[src/pkg/link_port_pkg.sv]
`default_nettype none
package link_port_pkg;
  localparam int DATA_W = 64;
  localparam int KEEP_W = 8;
  localparam int USER_W = 8;
  localparam int IDX_W = 6;
  localparam int STAT_W = 6;
  localparam logic [KEEP_W-1:0] KEEP_FULL = 8'hFF;
  localparam int USER_DISCONTINUE_BIT = 0;
  localparam int USER_PRIORITY_BIT = 1;
  localparam logic [IDX_W-1:0] IDX_RESET = 6'h00;
  localparam logic [IDX_W-1:0] SHORT_IDX_MASK = 6'h1F;
  localparam logic [STAT_W-1:0] STAT_RESET = 6'h00;

  typedef struct packed {
    logic [DATA_W-1:0] data;
    logic [KEEP_W-1:0] keep;
    logic last;
    logic [USER_W-1:0] user;
  } beat_t;

  typedef enum logic [1:0] {
    TX_IDLE = 2'b00,
    TX_BODY = 2'b01,
    TX_DROP = 2'b10
  } tx_state_t;
endpackage : link_port_pkg
`default_nettype wire

[src/hdl/phy_buffer_link_port.sv]
// Notes on behaviour
// - both streams carry 64-bit header and payload words
// - beat moves on valid and ready together
// - packet-end marks final beat both directions
// - receive keep full except final beat
// - keep bit 7 is top byte
// - discontinue on final tx beat discards packet
// - first receive beat user bit1 carries priority flag
// - host setting output from control state
// - long symbol mode gives 6-bit indices
// - next index advances per sent (not discarded) packet, rewinds back
// - last received acknowledge index output
// - last received partner buffer status output
`timescale 1ns/1ps
`default_nettype none
module phy_buffer_link_port (
  input wire logic clk_in,
  input wire logic rst_b_in,
  input wire logic tx_valid_in,
  input wire link_port_pkg::beat_t tx_beat_in,
  output logic tx_ready_out,
  output logic rx_valid_out,
  output link_port_pkg::beat_t rx_beat_out,
  input wire logic rx_ready_in,
  input wire logic host_cfg_in,
  input wire logic request_enable_cfg_in,
  input wire logic long_symbol_cfg_in,
  input wire logic ack_event_in,
  input wire logic [link_port_pkg::IDX_W-1:0] ack_index_in,
  input wire logic status_event_in,
  input wire logic [link_port_pkg::STAT_W-1:0] partner_status_in,
  input wire logic rewind_in,
  input wire logic [link_port_pkg::IDX_W-1:0] rewind_index_in,
  input wire logic [link_port_pkg::STAT_W-1:0] buffer_status_in,
  input wire logic tx_paced_in,
  output logic host_out,
  output logic request_enable_out,
  output logic long_symbol_mode_out,
  output logic rewind_out,
  output logic [link_port_pkg::IDX_W-1:0] next_send_index_out,
  output logic [link_port_pkg::IDX_W-1:0] last_ack_index_out,
  output logic [link_port_pkg::STAT_W-1:0] partner_status_out,
  output logic [link_port_pkg::STAT_W-1:0] own_status_out,
  output logic tx_paced_out,
  output logic tx_sent_out,
  output logic tx_discarded_out,
  output logic [link_port_pkg::KEEP_W-1:0] tx_last_keep_out
);
  import link_port_pkg::*;

  function automatic logic [IDX_W-1:0] index_wrap(input logic [IDX_W-1:0] v,
                                                  input logic long_mode);
    index_wrap = long_mode ? v : (v & SHORT_IDX_MASK);
  endfunction : index_wrap

  tx_state_t tx_state_reg;
  logic tx_take;
  logic rx_take;
  logic rx_slot_free;

  // transmit side is ready from the cycle after reset releases; the engine absorbs one word per cycle
  assign tx_take = tx_valid_in & tx_ready_out;
  assign rx_take = rx_valid_out & rx_ready_in;
  assign rx_slot_free = ~rx_valid_out | rx_ready_in;

  always_ff @(posedge clk_in) begin
    if (!rst_b_in) begin
      tx_ready_out <= 1'b0;
    end else begin
      tx_ready_out <= 1'b1;
    end
  end

  // packet tracking: first beat, final beat, discontinue
  always_ff @(posedge clk_in) begin
    if (!rst_b_in) begin
      tx_state_reg <= TX_IDLE;
      tx_sent_out <= 1'b0;
      tx_discarded_out <= 1'b0;
      tx_last_keep_out <= KEEP_FULL;
    end else begin
      tx_sent_out <= 1'b0;
      tx_discarded_out <= 1'b0;
      if (tx_take) begin
        case (tx_state_reg)
          TX_IDLE, TX_BODY: begin
            if (tx_beat_in.last) begin
              tx_state_reg <= TX_IDLE;
              tx_last_keep_out <= tx_beat_in.keep;
              if (tx_beat_in.user[USER_DISCONTINUE_BIT]) begin
                tx_discarded_out <= 1'b1;
              end else begin
                tx_sent_out <= 1'b1;
              end
            end else begin
              tx_state_reg <= TX_BODY;
            end
          end
          TX_DROP: begin
            if (tx_beat_in.last) begin
              tx_state_reg <= TX_IDLE;
            end
          end
          default: begin
            tx_state_reg <= TX_IDLE;
          end
        endcase
      end
    end
  end

  // receive stream: one register stage toward the buffer
  always_ff @(posedge clk_in) begin
    if (!rst_b_in) begin
      rx_valid_out <= 1'b0;
      rx_beat_out <= '0;
    end else if (rx_slot_free) begin
      rx_valid_out <= tx_take;
      if (tx_take) begin
        rx_beat_out.data <= tx_beat_in.data;
        rx_beat_out.last <= tx_beat_in.last;
        rx_beat_out.keep <= tx_beat_in.last ? tx_beat_in.keep : KEEP_FULL;
        rx_beat_out.user <= '0;
        if (tx_state_reg == TX_IDLE) begin
          rx_beat_out.user[USER_PRIORITY_BIT] <= tx_beat_in.user[USER_PRIORITY_BIT];
        end
        if (tx_beat_in.last) begin
          rx_beat_out.user[USER_DISCONTINUE_BIT] <= tx_beat_in.user[USER_DISCONTINUE_BIT];
        end
      end
    end else if (rx_take) begin
      rx_valid_out <= 1'b0;
    end
  end

  // configuration mirrors
  always_ff @(posedge clk_in) begin
    if (!rst_b_in) begin
      host_out <= 1'b0;
      request_enable_out <= 1'b0;
      long_symbol_mode_out <= 1'b0;
      tx_paced_out <= 1'b0;
    end else begin
      host_out <= host_cfg_in;
      request_enable_out <= request_enable_cfg_in;
      long_symbol_mode_out <= long_symbol_cfg_in;
      tx_paced_out <= tx_paced_in;
    end
  end

  // acknowledge indices
  always_ff @(posedge clk_in) begin
    if (!rst_b_in) begin
      next_send_index_out <= IDX_RESET;
      last_ack_index_out <= IDX_RESET;
      rewind_out <= 1'b0;
    end else begin
      rewind_out <= rewind_in;
      if (rewind_in) begin
        next_send_index_out <= index_wrap(rewind_index_in, long_symbol_cfg_in);
      end else if (tx_sent_out) begin
        next_send_index_out <= index_wrap(next_send_index_out + IDX_W'(1),
                                          long_symbol_cfg_in);
      end
      if (ack_event_in) begin
        last_ack_index_out <= index_wrap(ack_index_in, long_symbol_cfg_in);
      end
    end
  end

  // buffer status in both directions
  always_ff @(posedge clk_in) begin
    if (!rst_b_in) begin
      partner_status_out <= STAT_RESET;
      own_status_out <= STAT_RESET;
    end else begin
      if (status_event_in) begin
        partner_status_out <= partner_status_in;
      end
      // clamp guards against flow-control patterns if the buffer misbehaves
      own_status_out <= (buffer_status_in > STAT_W'(30)) ? STAT_W'(30)
                                                         : buffer_status_in;
    end
  end
endmodule : phy_buffer_link_port
`default_nettype wire

[config.mk]
export PLATFORM = sky130hd
export DESIGN_NAME = phy_buffer_link_port
export DESIGN_NICKNAME = d
export VERILOG_FILES = /design/src/pkg/link_port_pkg.sv /design/src/hdl/phy_buffer_link_port.sv
export SDC_FILE = /design/constraint.sdc
export NUM_CORES = 1
export LEC_CHECK = 0
export ABC_AREA = 1
export BUFFER_PORTS_ARGS = -buffer_cell sky130_fd_sc_hd__clkbuf_2
export CORE_MARGIN = 4
export CORE_UTILIZATION = 39
export CTS_CLUSTER_DIAMETER = 80
export DETAILED_ROUTE_END_ITERATION = 8
export PLACE_DENSITY = 0.83
export SKIP_LAST_GASP = 1
export SYNTH_ARGS = -nofsm -noshare
export SYNTH_HDL_FRONTEND = slang
export SYNTH_SLANG_ARGS = --single-unit
[constraint.sdc]
create_clock -name clk_in -period 1.1 [get_ports clk_in]
set_clock_uncertainty 0.15 [all_clocks]
set_input_delay 0.055 -clock clk_in [delete_from_list [all_inputs] [get_ports clk_in]]
set_output_delay 0.055 -clock clk_in [all_outputs]
set_load 0.02 [all_outputs]
### Yosys cells after proc, flatten, opt, wreduce, memory -nomap -nowiden

Cells that the tools add are included.

* flip-flop bits (word level): 118
* input bits: 116
* output and inout port bits: 122
* logic and storage cells: 56

* add/sub/neg operators: 1
* magnitude comparators: 1
* equality and inequality tests: 3
* multiplexer cells: 17
* bitwise logic cells: 5
* reductions and logical operators: 9

Operators with widths (count)
* $mux W6: 5
* $mux W1: 8
* $mux W8: 1
* $add A6 B1 Y6 const B: 1
* $gt A6 B5 Y1 const B: 1
* $mux W5: 1
* $pmux W2 S2: 1
* $reduce_and A2 Y1: 2
* $reduce_and A4 Y1: 1
* $reduce_bool A2 Y1: 2
* $reduce_or A2 Y1: 2
* $reduce_and A3 Y1: 1
* $and A1 B1 Y1: 2
* $eq A2 B1 Y1 const B: 1
* $eq A2 B2 Y1 const B: 1
* $logic_not A2 Y1: 1
* $mux W2: 1
* $ne A2 B2 Y1 const B: 1
* $not A1 Y1: 2
* $or A1 B1 Y1: 1

### Logic depth before layout (Yosys ltp)

* depth in word-level cells: 4
* depth in mapped cells: 8
* mapped depth without buffers: 7

### Least setup slack after synthesis

OpenSTA, ideal clock, no wires.

* path kind: register -> register
* start point: register tx_ready_out
* end point: register tx_last_keep_out[7] (netlist bit)
* library setup time: 0.117 ns
* arrival: 1.122 ns
* required time: 0.833 ns
* path slack: -0.289 ns
* stages on the path, launching flop included: 7
* path buffers: 0
* clock period less this slack: 1.389 ns
* path through: dfxtp_1 nand2_1 inv_2 nand2_1 nor2_4 inv_1 o22a_1

* cells in the longest elaborated chain, start to end: 2

RTL lines
* from (decl): line phy_buffer_link_port.sv:21 `output logic tx_ready_out,`
* from (signal assigned): line phy_buffer_link_port.sv:68 `tx_ready_out <= 1'b0;`
* from (signal assigned): line phy_buffer_link_port.sv:70 `tx_ready_out <= 1'b1;`
* $and A1 B1 Y1: line phy_buffer_link_port.sv:62 `assign tx_take = tx_valid_in & tx_ready_out;`
* $reduce_and A3 Y1 (no line)
* to (signal assigned): line phy_buffer_link_port.sv:89 `tx_last_keep_out <= tx_beat_in.keep;`
* to (decl): line phy_buffer_link_port.sv:47 `output logic [link_port_pkg::KEEP_W-1:0] tx_last_keep_out`

No other way between the ends.
A chain may end at the register's enable or synchronous reset.

### Final worst setup path

* start point: register tx_ready_out
* end point: register rx_beat_out[69] (netlist bit)

* cells in the longest elaborated chain, start to end: 2

RTL lines
* $and A1 B1 Y1: line phy_buffer_link_port.sv:62
* $reduce_and A2 Y1 (no line)
* to (decl): line phy_buffer_link_port.sv:23 `output link_port_pkg::beat_t rx_beat_out,`

No other way between the ends.

==> flow_summary.yaml <==
run_status:
  outcome: "complete, but fails checks"
  violations: "negative hold slack, negative setup slack"
placed_design:
  place.gp.congestion: 0.8313
  dp_hpwl_mm: 8.665
  port_buffers: 225
  dp_slack_ns: -0.2360
  dp_cells: 862
detailed_routing:
  routedWlPerCell_um: 24.17
  viasPerCell: 5.579
  drc_errors: 0
  drt-total-wl_mm: 25.93
  ant_nets: 0
  vias: 5986
  drtPass1Iterations: 6
  dr.first_iter.drc_count: 648
pwr:
  finalPower_w: 0.01395
  power.density_nw_per_um2: 1445
  irDropWorstVdd_mv: 1.078
  p_leak_nw: 4.402
sta:
  setup_tns_ns: -26.47
  worst_slack_ns: -0.3954
  final-hold-violation-count: 21
  max_freq_mhz: 668.7
  post-route-period-util_pct: 135.9
  hold_slack_ns: -0.09923
  drv_slew: 0
  rsz0062_at_grt: "true"
  period_minus_slack_ns: 1.495
  finalSetupViolations: 209
layout:
  instances_no_fill: 1073
  regMostFlops: "rx_beat_out"
  fillers: 342
  area_growth_pct: 131.5
  reg_top3: "rx_beat_out (75), tx_last_keep_out (8)"
  drive_above_1_share_pct: 58.57
  largest_reg_flops: 75
  final_nets: 1038
critical_path:
  worstSetupEndpointType: "flop"
  cp-start-kind: "flop"
  ff2ff_setup_slack_ns: -0.40
  reg2reg_from: "tx_ready_out"
  critPathKind: "flop to flop"
  worstPathRequired_ns: 1.33
  rr_worst_depth: 6
  critPathMaxFanout: 25
  endpoint: "rx_beat_out[69]"
  startpoint: "tx_ready_out"
  r2r_end: "rx_beat_out[69]"
  crit_arrival_ns: 1.73
clocking:
  cts-root-buf: "clkbuf_8"
  clk_pin_slew_ns: 0.06
  insertion_delay_ns: 0.51
  numCtsBuffers: 17
  h-tree-depth: 4
  clk_path_buf_depth: 2
  tritoncts: "built"
  cts.sinks: 117
die:
  die_h_um: 111.4
  initial_core_util_pct: 40.21
  rows: 37
  pin_count: 238
  die_w_um: 111.4
  die_area_sq_um: 12410
  core_region_area_sq_um: 10370
run:
  drv_cap: 0
synthesis:
  synthTopCellsByArea: "dfxtp_1 (56%), nor2_1 (16%), o21ai_0 (9.2%), buf_6 (2.7%), inv_1 (2.3%)"
  avgSynthCellArea_sq_um: 8.145
  ys_seq_elements: 117
  yosys.area.top_type: "dfxtp_1"
  synthCells: 512
  yosysWarnings: 0
  ys_seq_area_share_pct: 56.17
  yosysTopAreaCellShare_pct: 56.17
  synth.distinct_cells: 25
  syn_area_sq_um: 4170
grt:
  overflow: 0
  grt_pass1_wl_mm: 31.88
  antenna_found_initial: 3
  grt_use_total_pct: 32.38
  grt_max_degree: 52
  first_global_vias: 6052
min_path:
  min_path_type: "primary input to flop"
layout by cell type, fill, tap and decap left out, drive strengths merged:
| cell | count |
|---|---|
| a21oi | 17 |
| a22oi | 2 |
| a31oi | 7 |
| buf | 187 |
| bufinv | 3 |
| clkbuf | 135 |
| clkinv | 3 |
| clkinvlp | 2 |
| conb | 7 |
| dfxtp | 117 |
| diode | 3 |
| dlygate4sd3 | 115 |
| dlymetal6s4s | 1 |
| ha | 1 |
| inv | 31 |
| nand2 | 29 |
| nand3 | 8 |
| nor2 | 174 |
| nor3b | 1 |
| o21ai | 88 |
| o21bai | 2 |
| o22a | 1 |
| xnor2 | 2 |
| xor2 | 1 |
through the flow:
| stage | util (%) | area [sq um] |
|---|---|---|
| floorplan | - | 4240 |
| global placement | 52.94 | 5490 |
| detailed placement | 52.94 | 5490 |
| CTS | 83.36 | 8645 |
| global route | 93.10 | 9654 |
| finish | 93.10 | 9654 |
power breakdown:
| part | switching, W | total, W | internal [W] |
|---|---|---|---|
| Sequential | 0.000299 | 0.00485 | 0.00455 |
| Combinational | 0.00151 | 0.00315 | 0.00163 |
| Clock | 0.00217 | 0.00596 | 0.00379 |
what timing repair did:
action / CTS / global route
gates cloned: 3 / 4
setup buffers: 13 / 41
pin swaps: 4 / 31
setup endpoints to repair: 200 / 212
resized for setup: 367 / 257
hold buffers: 112 / 9
hold endpoints to repair: 116 / 34
worst min path at each step:
stage | start | to | slack, ns | depth (start not counted)
after detailed placement | request_enable_cfg_in | request_enable_out | 0.1 | 3
after global routing | tx_valid_in | tx_state_reg[0] | -0.10 | 5
after floorplan | rst_b_in | tx_ready_out | -0.07 | 0
after global placement | tx_paced_in | tx_paced_out | 0.09 | 3
after CTS | tx_valid_in | tx_state_reg[0] | -0.15 | 5
final | rst_b_in | rx_beat_out[13] | -0.1 | 4
layer usage:
metal / track usage, % / vias to the layer above / wire length, um
met3: 10.60 / 203 / 2675
met1: 31.96 / 2770 / 8385
met5: 0 / - / 0
met2: 57.06 / 548 / 12510
li1: - / 2465 / -
met4: 22.79 / 0 / 2356
critical path, stage by stage, from the launching register on:
cell,delay (ns)
dfxtp_4,0.35
nand2_4,0.06
inv_6,0.07
nand2_8,0.09
clkbuf_16,0.22
o21ai_1,0.33
nor2_1,0.08
cell usage after synthesis:
| cell | instances |
|---|---|
| a21oi_1 | 17 |
| nand3_1 | 8 |
| nand2_4 | 2 |
| xor2_1 | 1 |
| buf_6 | 10 |
| o21ai_0 | 77 |
| nand2_1 | 26 |
| nor2_1 | 173 |
| buf_4 | 7 |
| dfxtp_1 | 117 |
| buf_2 | 10 |
| clkbuf_1 | 5 |
| inv_1 | 26 |
| o21ai_1 | 11 |
| nor3b_1 | 1 |
| o22a_1 | 1 |
| a22oi_1 | 2 |
| conb_1 | 1 |
| nor2_4 | 1 |
| xnor2_1 | 2 |
| a31oi_1 | 7 |
| inv_2 | 3 |
| nand2_2 | 1 |
| ha_1 | 1 |
| o21bai_1 | 2 |
logic make-up after synthesis:
logic type | synth area share [%]
AO/OA/AOI/OAI | 14.58
XOR/XNOR | 0.6302
adder cells (fa/ha/maj) | 0.3000
other | 0.08992
buffers and inverters | 8.221
flip-flops | 56.17
AND/OR/NAND/NOR | 20.01
final cells by class:
class	instances	area, sq um	share of cell area [%]
Antenna cell	3	7.507	0.07776
Timing Repair Buffer	416	4257	44.09
Tap cell	136	170.2	1.763
Clock inverter	10	141.4	1.464
Sequential cell	117	2532	26.23
Clock buffer	22	484.2	5.016
Inverter	29	130.1	1.348
Multi-Input combinational cell	340	1932	20.01
Power figures use the tool's default switching activity.
